`config.mk`:
```
export PLATFORM = sky130hd
export DESIGN_NAME = usb_host_ls_gate_and_hub_desc
export DESIGN_NICKNAME = d
export VERILOG_FILES = /design/src/hw/ls_commit_compare.v /design/src/hw/usb_host_ls_gate_and_hub_desc.v
export VERILOG_INCLUDE_DIRS = /design/src /design/src/hw
export SDC_FILE = /design/constraint.sdc
export NUM_CORES = 1
export LEC_CHECK = 0
export BUFFER_PORTS_ARGS = -buffer_cell sky130_fd_sc_hd__buf_4
export CORE_ASPECT_RATIO = 0.5
export CORE_MARGIN = 2
export CORE_UTILIZATION = 59
export CTS_CLUSTER_SIZE = 8
export DETAILED_ROUTE_END_ITERATION = 7
export GPL_TIMING_DRIVEN = 0
export HOLD_SLACK_MARGIN = 0.03
export PLACE_DENSITY = 0.85
export SKIP_CTS_REPAIR_TIMING = 1
export SLEW_MARGIN = 20
export SYNTH_ARGS = -nofsm -noshare
export SYNTH_HDL_FRONTEND = slang
export SYNTH_SLANG_ARGS = --single-unit
```
`constraint.sdc`:
```
create_clock -name i_sys_clk -period 8.35 [get_ports i_sys_clk]
set_clock_uncertainty 0.15 [all_clocks]
set_input_delay 1.67 -clock i_sys_clk [delete_from_list [all_inputs] [get_ports i_sys_clk]]
set_output_delay 1.67 -clock i_sys_clk [all_outputs]
set_load 0.01 [all_outputs]
```
`src/hw/ls_gate_hub_defines.vh`:
```
`ifndef LS_GATE_HUB_DEFINES_VH
`define LS_GATE_HUB_DEFINES_VH

// ==========================================================
// Register byte offsets
`define REG_LS_THRESHOLD_ADDR   8'h00
`define REG_RH_DESC_A_ADDR      8'h04
`define REG_LS_STATUS_ADDR      8'h08

// ==========================================================
// Low-speed threshold
`define LS_THRESH_WIDTH         12
`define LS_THRESH_RESET         12'h628

// ==========================================================
// Root hub descriptor A fields
`define DA_SETTLE_HI            31
`define DA_SETTLE_LO            24
`define DA_OC_ABSENT_BIT        12
`define DA_OC_GRAN_BIT          11
`define DA_COMPOUND_BIT         10
`define DA_ALWAYS_PWR_BIT       9
`define DA_PWR_SW_GRAN_BIT      8
`define DA_PORT_COUNT_HI        7
`define DA_PORT_COUNT_LO        0
`define SETTLE_RESET            8'h02
`define PORT_COUNT_VALUE        8'h01

// ==========================================================
// Timing
`define SETTLE_UNIT_MS          2
`define CLK_FREQ_KHZ            40000
`define SETTLE_UNIT_CYCLES      (`SETTLE_UNIT_MS * `CLK_FREQ_KHZ)

`endif

```
`src/hw/ls_commit_compare.v`:
```
`timescale 1ns/100ps
`include "ls_gate_hub_defines.vh"

// Registered comparison of the frame time left against the threshold
module ls_commit_compare #(
  parameter W = `LS_THRESH_WIDTH,
  parameter FW = 14
) (
  input  wire          i_sys_clk,
  input  wire          i_rst,
  input  wire [W-1:0]  i_threshold,
  input  wire [FW-1:0] i_frame_time_left,
  input  wire          i_request,
  output reg           o_valid,
  output reg           o_start
);

  // ==========================================================
  // Compare stage
  always @(posedge i_sys_clk) begin
    if (i_rst) begin
      o_valid <= 1'b0;
      o_start <= 1'b0;
    end else begin
      o_valid <= i_request;
      o_start <= i_request && (i_frame_time_left >= {{(FW-W){1'b0}}, i_threshold}); // RULE2 RULE3
    end
  end

endmodule // ls_commit_compare

```
`src/hw/usb_host_ls_gate_and_hub_desc.v`:
```
`timescale 1ns/100ps
`include "ls_gate_hub_defines.vh"

// Function
// RULE1 - A 12-bit threshold decides if an 8-byte low-speed packet still fits in the frame.
// RULE2 - Before each low-speed transaction the threshold is compared with frame time left.
// RULE3 - The transaction starts only if frame time left is not below the threshold, else defers.
// RULE4 - The core never alters the threshold; software sets it once and leaves it.
// RULE5 - Descriptor bits 31-24 hold the power settle time in units of 2 ms.
// RULE6 - Software waits at least the settle time after port power-on before access.
// RULE7 - Bit 12 set means no overcurrent protection; clear means it is reported.
// RULE8 - With bit 12 clear, the granularity bit picks global or per-port reporting.
// RULE9 - Software emulates length, type and current fields of the hub descriptor.
// RULE10 - Granularity bit 0 is collective reporting, 1 is per-port reporting.
// RULE11 - The compound device flag always reads zero.
// RULE12 - The downstream port count is read-only and reads one.
// RULE13 - Reserved bits read zero and ignore writes.
module usb_host_ls_gate_and_hub_desc #(
  parameter FW = 14
) (
  input  wire                   i_sys_clk,
  input  wire                   i_rst,
  input  wire [7:0]             i_addr,
  input  wire [31:0]            i_wdata,
  input  wire                   i_wr,
  input  wire                   i_rd,
  output reg  [31:0]            o_rdata,
  input  wire [FW-1:0]          i_frame_time_left,
  input  wire                   i_ls_request,
  input  wire                   i_port_power_on,
  input  wire                   i_port_overcurrent,
  output reg                    o_ls_valid,
  output reg                    o_ls_start,
  output reg                    o_ls_defer,
  output reg  [`LS_THRESH_WIDTH-1:0] o_low_speed_threshold,
  output reg                    o_overcurrent_global,
  output reg                    o_overcurrent_port,
  output reg                    o_ports_always_powered,
  output reg                    o_port_power_switch_granularity,
  output reg                    o_port_power_good
);

  // ==========================================================
  // Register state
  reg [`LS_THRESH_WIDTH-1:0] low_speed_threshold;
  reg [7:0]            port_power_settle_time;
  reg                  overcurrent_absent;
  reg                  overcurrent_report_granularity;
  reg                  ports_always_powered;
  reg                  port_power_switch_granularity;
  reg [FW-1:0]         ftl_s1;
  reg [FW-1:0]         ftl_s2;
  reg                  req_s1;
  reg                  req_s2;
  reg                  pwr_s1;
  reg                  pwr_s2;
  reg                  oc_s1;
  reg                  oc_s2;
  reg                  pwr_q;
  reg [31:0]           unit_cnt;
  reg [7:0]            units_left;
  reg                  settling;
  wire                 cmp_valid;
  wire                 cmp_start;
  wire [31:0]          desc_a;
  reg  [31:0]          next_rdata;
  reg                  last_start;
  reg                  last_defer;

  // Last count of one settle unit; sized here so the compare below
  // does not mix a bare integer with the 32-bit counter
  localparam [31:0] SETTLE_LAST = `SETTLE_UNIT_CYCLES - 1;

  // ==========================================================
  // Helper functions
  // Exact byte-offset match; the low two bits take part, so a misaligned
  // access hits nothing rather than aliasing onto a register
  function addr_hit;
    input [7:0] addr;
    input [7:0] offset;
    begin
      addr_hit = (addr == offset);
    end
  endfunction

  // Reserved and fixed fields are built here, never stored, so a write
  // cannot reach them
  function [31:0] pack_desc_a;
    input [7:0] settle;
    input       oc_absent;
    input       oc_gran;
    input       always_pwr;
    input       pwr_sw_gran;
    begin
      pack_desc_a = 32'h0000_0000; // RULE13
      pack_desc_a[`DA_SETTLE_HI:`DA_SETTLE_LO] = settle; // RULE5
      pack_desc_a[`DA_OC_ABSENT_BIT]   = oc_absent; // RULE7
      pack_desc_a[`DA_OC_GRAN_BIT]     = oc_gran; // RULE10
      pack_desc_a[`DA_COMPOUND_BIT]    = 1'b0; // RULE11
      pack_desc_a[`DA_ALWAYS_PWR_BIT]  = always_pwr;
      pack_desc_a[`DA_PWR_SW_GRAN_BIT] = pwr_sw_gran;
      pack_desc_a[`DA_PORT_COUNT_HI:`DA_PORT_COUNT_LO] = `PORT_COUNT_VALUE; // RULE12
    end
  endfunction

  assign desc_a = pack_desc_a(
    port_power_settle_time,
    overcurrent_absent,
    overcurrent_report_granularity,
    ports_always_powered,
    port_power_switch_granularity
  );

  // ==========================================================
  // Register writes; the core itself never changes the threshold
  always @(posedge i_sys_clk) begin
    if (i_rst) begin
      low_speed_threshold            <= `LS_THRESH_RESET;
      port_power_settle_time         <= `SETTLE_RESET;
      overcurrent_absent             <= 1'b0;
      overcurrent_report_granularity <= 1'b0;
      ports_always_powered           <= 1'b0;
      port_power_switch_granularity  <= 1'b0;
    end else if (i_wr) begin
      // Software may rewrite the threshold at any time; keeping it steady
      // while the schedule runs is the driver's duty, not enforced here
      if (addr_hit(i_addr, `REG_LS_THRESHOLD_ADDR)) begin
        low_speed_threshold <= i_wdata[`LS_THRESH_WIDTH-1:0]; // RULE1 RULE4
      end
      if (addr_hit(i_addr, `REG_RH_DESC_A_ADDR)) begin
        port_power_settle_time         <= i_wdata[`DA_SETTLE_HI:`DA_SETTLE_LO]; // RULE5
        overcurrent_absent             <= i_wdata[`DA_OC_ABSENT_BIT]; // RULE7
        overcurrent_report_granularity <= i_wdata[`DA_OC_GRAN_BIT]; // RULE10
        ports_always_powered           <= i_wdata[`DA_ALWAYS_PWR_BIT];
        port_power_switch_granularity  <= i_wdata[`DA_PWR_SW_GRAN_BIT];
      end
    end
  end

  // ==========================================================
  // Read port; unmapped addresses read zero
  always @* begin
    case (i_addr)
      `REG_LS_THRESHOLD_ADDR: next_rdata = {20'h00000, low_speed_threshold}; // RULE13
      `REG_RH_DESC_A_ADDR:    next_rdata = desc_a;
      `REG_LS_STATUS_ADDR:    next_rdata = {29'h00000000, o_port_power_good,
                                            last_defer, last_start};
      default:                next_rdata = 32'h0000_0000;
    endcase
  end

  always @(posedge i_sys_clk) begin
    if (i_rst) begin
      o_rdata <= 32'h0000_0000;
    end else begin
      o_rdata <= i_rd ? next_rdata : 32'h0000_0000;
    end
  end

  // ==========================================================
  // Inputs from the frame timer and port pins come from outside: two flops each.
  // The multi-bit count is assumed stable across a compare request.
  always @(posedge i_sys_clk) begin
    if (i_rst) begin
      ftl_s1 <= {FW{1'b0}};
      ftl_s2 <= {FW{1'b0}};
      req_s1 <= 1'b0;
      req_s2 <= 1'b0;
      pwr_s1 <= 1'b0;
      pwr_s2 <= 1'b0;
      oc_s1  <= 1'b0;
      oc_s2  <= 1'b0;
    end else begin
      ftl_s1 <= i_frame_time_left;
      ftl_s2 <= ftl_s1;
      req_s1 <= i_ls_request;
      req_s2 <= req_s1;
      pwr_s1 <= i_port_power_on;
      pwr_s2 <= pwr_s1;
      oc_s1  <= i_port_overcurrent;
      oc_s2  <= oc_s1;
    end
  end

  // ==========================================================
  // Low-speed commit gate
  ls_commit_compare #(
    .W  (`LS_THRESH_WIDTH),
    .FW (FW)
  ) u_cmp (
    .i_sys_clk         (i_sys_clk),
    .i_rst             (i_rst),
    .i_threshold       (low_speed_threshold),
    .i_frame_time_left (ftl_s2),
    .i_request         (req_s2),
    .o_valid           (cmp_valid),
    .o_start           (cmp_start)
  );

  always @(posedge i_sys_clk) begin
    if (i_rst) begin
      o_ls_valid            <= 1'b0;
      o_ls_start            <= 1'b0;
      o_ls_defer            <= 1'b0;
      o_low_speed_threshold <= `LS_THRESH_RESET;
    end else begin
      o_ls_valid            <= cmp_valid;
      o_ls_start            <= cmp_valid & cmp_start; // RULE3
      o_ls_defer            <= cmp_valid & ~cmp_start; // RULE3
      o_low_speed_threshold <= low_speed_threshold; // RULE4
    end
  end

  // ==========================================================
  // Last decision, kept for the status register; the output pulses
  // stand for one cycle only and software would almost never see them
  always @(posedge i_sys_clk) begin
    if (i_rst) begin
      last_start <= 1'b0;
      last_defer <= 1'b0;
    end else if (cmp_valid) begin
      last_start <= cmp_start; // RULE3
      last_defer <= ~cmp_start; // RULE3
    end
  end

  // ==========================================================
  // Overcurrent routing by mode
  always @(posedge i_sys_clk) begin
    if (i_rst) begin
      o_overcurrent_global <= 1'b0;
      o_overcurrent_port   <= 1'b0;
    end else begin
      o_overcurrent_global <= ~overcurrent_absent & ~overcurrent_report_granularity & oc_s2; // RULE8
      o_overcurrent_port   <= ~overcurrent_absent & overcurrent_report_granularity & oc_s2; // RULE8
    end
  end

  always @(posedge i_sys_clk) begin
    if (i_rst) begin
      o_ports_always_powered          <= 1'b0;
      o_port_power_switch_granularity <= 1'b0;
    end else begin
      o_ports_always_powered          <= ports_always_powered;
      o_port_power_switch_granularity <= port_power_switch_granularity;
    end
  end

  // ==========================================================
  // Power good indication after the settle time, a helper for software
  always @(posedge i_sys_clk) begin
    if (i_rst) begin
      pwr_q             <= 1'b0;
      unit_cnt          <= 32'h0000_0000;
      units_left        <= 8'h00;
      settling          <= 1'b0;
      o_port_power_good <= 1'b0;
    end else begin
      pwr_q <= pwr_s2;
      if (!pwr_s2) begin
        settling          <= 1'b0;
        o_port_power_good <= 1'b0;
      end else if (!pwr_q) begin
        settling          <= (port_power_settle_time != 8'h00);
        o_port_power_good <= (port_power_settle_time == 8'h00);
        units_left        <= port_power_settle_time; // RULE5
        unit_cnt          <= 32'h0000_0000;
      end else if (settling) begin
        // Whole units only: the wait is never shorter than asked
        if (unit_cnt == SETTLE_LAST) begin
          unit_cnt <= 32'h0000_0000;
          if (units_left == 8'h01) begin
            settling          <= 1'b0;
            o_port_power_good <= 1'b1; // RULE6
          end
          units_left <= units_left - 8'h01;
        end else begin
          unit_cnt <= unit_cnt + 32'h0000_0001;
        end
      end
    end
  end

endmodule // usb_host_ls_gate_and_hub_desc

```
==> results of run 1 <==
sequential cells by signal, indices dropped and copies added, names as in the netlist, 8 cells and up:
name / cells
port_power_settle_time: 8
ftl_s1: 14
o_rdata: 21
low_speed_threshold: 12
ftl_s2: 14
units_left: 8
o_low_speed_threshold: 12
unit_cnt: 32
routing by layer:
metal / GRT usage / share of wire
met4: 0.102 / 0.019
met1: 0.312 / 0.44
met2: 0.447 / 0.47
met5: 0 / 0
met3: 0.0650 / 0.066
critical path, cell delays in order:
cell,delay (ns)
buf_4,0.10
or4_1,0.52
nor4_1,0.39
and3_1,0.23
clkbuf_1,0.26
buf_2,0.35
mux2i_1,0.29
nor2_1,0.07
cell usage after synthesis, types with 2 or more instances:
| master | n | area [µm²] |
|---|---|---|
| or3_1 | 3 | 18.8 |
| a211o_1 | 6 | 52.6 |
| buf_1 | 4 | 15.0 |
| nor4b_1 | 5 | 43.8 |
| clkbuf_1 | 19 | 71.3 |
| nor2_1 | 75 | 282 |
| nand4_1 | 7 | 43.8 |
| o21ai_0 | 9 | 45.0 |
| buf_2 | 4 | 20.0 |
| nor4_1 | 26 | 163 |
| o21bai_1 | 2 | 15.0 |
| a31oi_1 | 2 | 12.5 |
| ha_1 | 15 | 188 |
| o31ai_1 | 2 | 15.0 |
| nor2b_1 | 45 | 282 |
| or4_4 | 2 | 22.5 |
| and3_1 | 5 | 31.3 |
| or2_2 | 6 | 37.5 |
| or4_1 | 4 | 30.0 |
| nand2_1 | 26 | 97.6 |
| inv_1 | 24 | 90.1 |
| a211oi_1 | 2 | 15.0 |
| mux2i_1 | 26 | 260 |
| nand2b_1 | 5 | 31.3 |
| a21oi_1 | 12 | 60.1 |
| and2_1 | 13 | 81.3 |
| xor2_1 | 3 | 26.3 |
| dfxtp_1 | 145 | 2900 |
| buf_4 | 11 | 82.6 |
| nand3_1 | 19 | 95.1 |
| xnor2_1 | 26 | 228 |
| nor3_1 | 16 | 80.1 |
| and4_1 | 3 | 26.3 |
per-stage QoR:
step | area (µm²) | power (W) | hold WS [ns] | setup WS, ns | util
after floorplan | 5670 | 0.000752 | 0.264 | 4.69 | -
after global placement | 6480 | 0.000780 | 0.270 | 4.29 | 0.693
after detailed placement | 6480 | 0.000781 | 0.270 | 4.26 | 0.693
after CTS | 7060 | 0.00152 | 0.285 | 4.62 | 0.755
after global routing | 7060 | 0.00155 | 0.300 | 4.43 | 0.755
final | 7060 | 0.00151 | 0.283 | 4.60 | 0.755
report_power, final:
part           switching [W]  internal, W   total, W
Sequential        0.00000349     0.000701   0.000705
Clock               0.000317     0.000429   0.000745
Combinational      0.0000321    0.0000308  0.0000629
Total               0.000352      0.00116    0.00151
kinds of logic (layout without fill, tap and decap cells):
family                     count (synthesis)  in the layout  share of synthesized area
other                                      1             11                   0.000666
DFF                                      145            145                      0.516
AOI/OAI and AO/OA                         49             49                     0.0600
muxes                                     26             26                     0.0462
buffers and inverters                     62            182                     0.0496
and+or+nand+nor                          264            264                      0.250
adders and majority gates                 15             15                     0.0333
xor gates and xnor gates                  29             29                     0.0451
path summary, 6_finish.rpt:
check | startpoint | to | slack [ns] | depth (start not counted)
setup / recovery | i_addr[5] | low_speed_threshold[4] | 4.60 | 8
hold / removal | req_s1 | req_s2 | 0.28 | 1
setup reg to reg | unit_cnt[19] | units_left[3] | 5.30 | 5
hold reg to reg | req_s1 | req_s2 | 0.28 | 1
layout make-up:
cell class	instances	area share
Buffer	38	0.0267
Timing Repair Buffer	88	0.0935
Clock inverter	14	0.0205
Multi-Input combinational cell	394	0.352
Tap cell	121	0.0214
Inverter	24	0.0128
Clock buffer	18	0.0622
Sequential cell	145	0.411
==> results.sh, run 1 <==
export IMPL_status="finished with violations"
export IMPL_violations="design-rule violations"
export IMPL_gp_congestion=0.888
export IMPL_fmax_ghz=0.266
export IMPL_slew_headroom=0.425
export IMPL_fin_nets=784
export IMPL_synth_ff_type="dfxtp_1"
export IMPL_min_path_type="register to register"
export IMPL_antenna_left=0
export IMPL_end_kind="register"
export IMPL_clk_pin_slew_worst_paths_ns=0.07
export IMPL_antennaDiodeCount=0
export IMPL_grt_pass1_vias=4319
export IMPL_grt_pass1_wl_um=20500
export IMPL_die_area_um2=10400
export IMPL_grt_usage=0.257
export IMPL_peakVddDrop_v=0.000175
export IMPL_required_ns=8.49
export IMPL_core_area_um2=9350
export IMPL_drv_cap=0
export IMPL_area_growth_pct=25.5
export IMPL_io_buffers=88
export IMPL_critPathKind="input pin to register"
export IMPL_drv_slew=0
export IMPL_grt_max_degree=17
export IMPL_syn_area_per_cell_um2=9.53
export IMPL_grt_ovfl_total=0
export IMPL_instances_no_fill=842
export IMPL_synth_cell_type_count=52
export IMPL_drtPass1Iterations=8
export IMPL_p_leak_nw=2.87
export IMPL_rows=25
export IMPL_n_fill_cell=635
export IMPL_drc=2
export IMPL_vias=4576
export IMPL_ys_ff_latch=145
export IMPL_arrival_ns=3.89
export IMPL_drt_wirelength_per_cell_um=15.0
export IMPL_final_common_cell="dfxtp_1"
export IMPL_hold_viol=0
export IMPL_ys_warn_count=0
export IMPL_avgViaCountPerCell=5.43
export IMPL_clock_sinks=145
export IMPL_drtIter0Drc=299
export IMPL_critical_path_startpoint_type="input pin"
export IMPL_cts_buffers=17
export IMPL_syn_inst=591
export IMPL_tightest_slew_ns=0.855
export IMPL_clock_latency_ns=0.42
export IMPL_cts_tree="yes"
export IMPL_period_needed_ns=3.75
export IMPL_rsz0062_at_grt="no"
export IMPL_htree_levels=4
export IMPL_final_cell_mix="dfxtp_1 (145), buf_4 (99), nor2_1 (75)"
export IMPL_pin_count=113
export IMPL_cellPowerDensity_nw_per_um2=214
export IMPL_die_h_um=73.1
export IMPL_wl_um=12600
export IMPL_syn_cell_area_um2=5630
export IMPL_register_area_um2=2900
export IMPL_final_layout_size_suffix_gt1_frac=0.202
export IMPL_antenna_found_initial=0
export IMPL_postSynth_asyncResetShare=0
export IMPL_multi_input_area_um2=2490
export IMPL_synth_edf_count=0
export IMPL_cts_root_buf="clkbuf_16"
export IMPL_synth_yosys_seq_area_share=0.516
export IMPL_clk_path_buf_depth=2
export IMPL_dp_hpwl_um=8610
export IMPL_fin_crit_sh=0.449
export IMPL_initial_core_util=0.602
export IMPL_finalSetupViolations=0
export IMPL_setup_tns_ns=0
export IMPL_dp_cells=810
export IMPL_die_width_um=142
export IMPL_crit_fanout=10
No activity file was read; power rests on OpenSTA's default activity.
==> run 2: changes to the inputs <==
--- a/config.mk
+++ b/config.mk
@@ -9,12 +9,12 @@
 export BUFFER_PORTS_ARGS = -buffer_cell sky130_fd_sc_hd__buf_4
 export CORE_ASPECT_RATIO = 0.5
 export CORE_MARGIN = 2
-export CORE_UTILIZATION = 59
+export CORE_UTILIZATION = 49
 export CTS_CLUSTER_SIZE = 8
 export DETAILED_ROUTE_END_ITERATION = 7
 export GPL_TIMING_DRIVEN = 0
 export HOLD_SLACK_MARGIN = 0.03
-export PLACE_DENSITY = 0.85
+export PLACE_DENSITY = 0.75
 export SKIP_CTS_REPAIR_TIMING = 1
 export SLEW_MARGIN = 20
 export SYNTH_ARGS = -nofsm -noshare
==> constraint.sdc (replaced) <==
create_clock -name i_sys_clk -period 3.4 [get_ports i_sys_clk]
set_clock_uncertainty 0.15 [all_clocks]
set_input_delay 0.68 -clock i_sys_clk [delete_from_list [all_inputs] [get_ports i_sys_clk]]
set_output_delay 0.68 -clock i_sys_clk [all_outputs]
set_load 0.01 [all_outputs]
==> results.sh, run 2 (synthesis results as in run 1) <==
export IMPL_grt_ovfl_total=0
export IMPL_required_ns=3.57
export IMPL_final_layout_size_suffix_gt1_frac=0.198
export IMPL_tightest_slew_ns=0.865
export IMPL_finalSetupViolations=0
export IMPL_clock_latency_ns=0.42
export IMPL_fmax_ghz=0.330
export IMPL_hold_viol=0
export IMPL_top_usage_layer="met2"
export IMPL_slew_headroom=0.419
export IMPL_fin_nets=784
export IMPL_antenna_left=0
export IMPL_critPathKind="register to register"
export IMPL_period_needed_ns=3.03
export IMPL_grtUsageMet2=0.366
export IMPL_regMostFlops="unit_cnt"
export IMPL_initial_core_util=0.508
export IMPL_fin_crit_sh=0.892
export IMPL_arrival_ns=3.20
export IMPL_drc=0
export IMPL_htree_levels=4
export IMPL_clock_sinks=145
export IMPL_cts_buffers=17
export IMPL_grt_usage=0.214
export IMPL_reg2reg_depth=5
export IMPL_cp_slowest_cell="nor4_2"
export IMPL_utilization=0.641
export IMPL_largest_reg_flops=32
export IMPL_gp_congestion=0.881
export IMPL_pin_count=113
export IMPL_cts_tree="yes"
export IMPL_clk_pin_slew_worst_paths_ns=0.06
export IMPL_reg_top3="unit_cnt x32, o_rdata x21"
export IMPL_end_kind="register"
export IMPL_cts_root_buf="clkbuf_16"
export IMPL_r2r_start="unit_cnt[19]"
export IMPL_crit_chain="or4_1, or4_4, nor4_2, o21ai_0, o31ai_1"
export IMPL_crit_fanout=9
export IMPL_die_h_um=79.8
export IMPL_clk_path_buf_depth=2
export IMPL_met3_usage=0.0505
export IMPL_drt_wirelength_per_cell_um=14.8
export IMPL_endpoint="units_left[2]"
export IMPL_drtPass1Iterations=5
export IMPL_final_common_cell="dfxtp_1"
export IMPL_status="finished, final reports clean"
export IMPL_drv_slew=0
export IMPL_p_leak_nw=2.87
export IMPL_grt_max_degree=17
export IMPL_drtIter0Drc=200
export IMPL_max_stage_delay_ns=0.77
export IMPL_core_area_um2=11100
export IMPL_setup_worst_path_start="unit_cnt[19]"
export IMPL_dp_cells=834
export IMPL_dp_hpwl_um=8930
export IMPL_grt_pass1_wl_um=20700
export IMPL_setup_tns_ns=0
export IMPL_min_path_type="register to register"
export IMPL_critical_path_startpoint_type="register"
export IMPL_peakVddDrop_v=0.000411
export IMPL_r2r_end="units_left[2]"
export IMPL_drv_cap=0
export IMPL_grt_pass1_vias=4277
export IMPL_grtUsageMet1=0.270
export IMPL_cellPowerDensity_nw_per_um2=531
export IMPL_avgViaCountPerCell=5.19
export IMPL_reg2reg_slack_ns=0.37
export IMPL_final_cell_mix="dfxtp_1 (145), buf_4 (99), nor2_1 (75)"
export IMPL_instances_no_fill=866
export IMPL_io_buffers=88
export IMPL_rsz0062_at_grt="no"
export IMPL_n_fill_cell=915
export IMPL_rows=27
export IMPL_antenna_found_initial=0
export IMPL_vias=4494
export IMPL_die_width_um=156
export IMPL_antennaDiodeCount=0
export IMPL_wl_um=12800
export IMPL_die_area_um2=12400
export IMPL_area_growth_pct=26.2
## run 2: changes by cell type in the layout (fill, tap and decap cells not counted), sizes merged
cell    change
inv         -6
clkbuf      +2
bufinv      +2
clkinv      +2
## run 2: worst max-delay path, delay by kind of cell, from the launching register on
family | cells | cell delay (ns)
AND/OR/NAND/NOR | 3 | 1.80
flip-flops | 1 | 0.35
AO/OA/AOI/OAI | 2 | 0.63
## run 2: routing by layer
layer,up-vias,wire length (µm),part of all wire
met3,13,816,0.064
met1,2112,5850,0.46
li1,2234,-,-
met5,-,0,0
met2,135,6070,0.47
met4,0,104,0.0081
## run 2: worst min path at each step
stage / start / to / slack (ns) / cells past startpoint
finish: ftl_s1[2] / ftl_s2[2] / 0.29 / 1
floorplan: ftl_s1[0] / ftl_s2[0] / 0.26 / 1
global placement: oc_s1 / oc_s2 / 0.27 / 1
global route: req_s1 / req_s2 / 0.31 / 1
detailed placement: ftl_s1[2] / ftl_s2[2] / 0.27 / 1
CTS: ftl_s1[2] / ftl_s2[2] / 0.29 / 1
## run 2: power breakdown
part	total [W]	internal [W]	switching (W)
sequential	0.00173	0.00172	0.00000823
clock	0.00189	0.00116	0.000727
combinational	0.000153	0.0000754	0.0000780
## run 2: cell type report
type	instances	area, µm²	area share
Clock buffer	20	437	0.0615
Tap cell	145	181	0.0255
Timing Repair Buffer	88	661	0.0930
Buffer	38	189	0.0266
Clock inverter	12	159	0.0224
Multi-Input combinational cell	394	2490	0.350
Inverter	24	90.1	0.0127
Sequential cell	145	2900	0.409
## run 2: through the flow
| stage | setup WS, ns | power (W) | hold WS, ns | area [µm²] |
|---|---|---|---|---|
| 2_1_floorplan | 0.717 | 0.00185 | 0.264 | 5670 |
| 3_3_place_gp | 0.253 | 0.00192 | 0.269 | 6510 |
| 3_5_place_dp | 0.187 | 0.00192 | 0.275 | 6510 |
| 4_1_cts | 0.438 | 0.00379 | 0.288 | 7110 |
| 5_1_grt | 0.260 | 0.00388 | 0.306 | 7110 |
| 6_report | 0.369 | 0.00377 | 0.286 | 7110 |
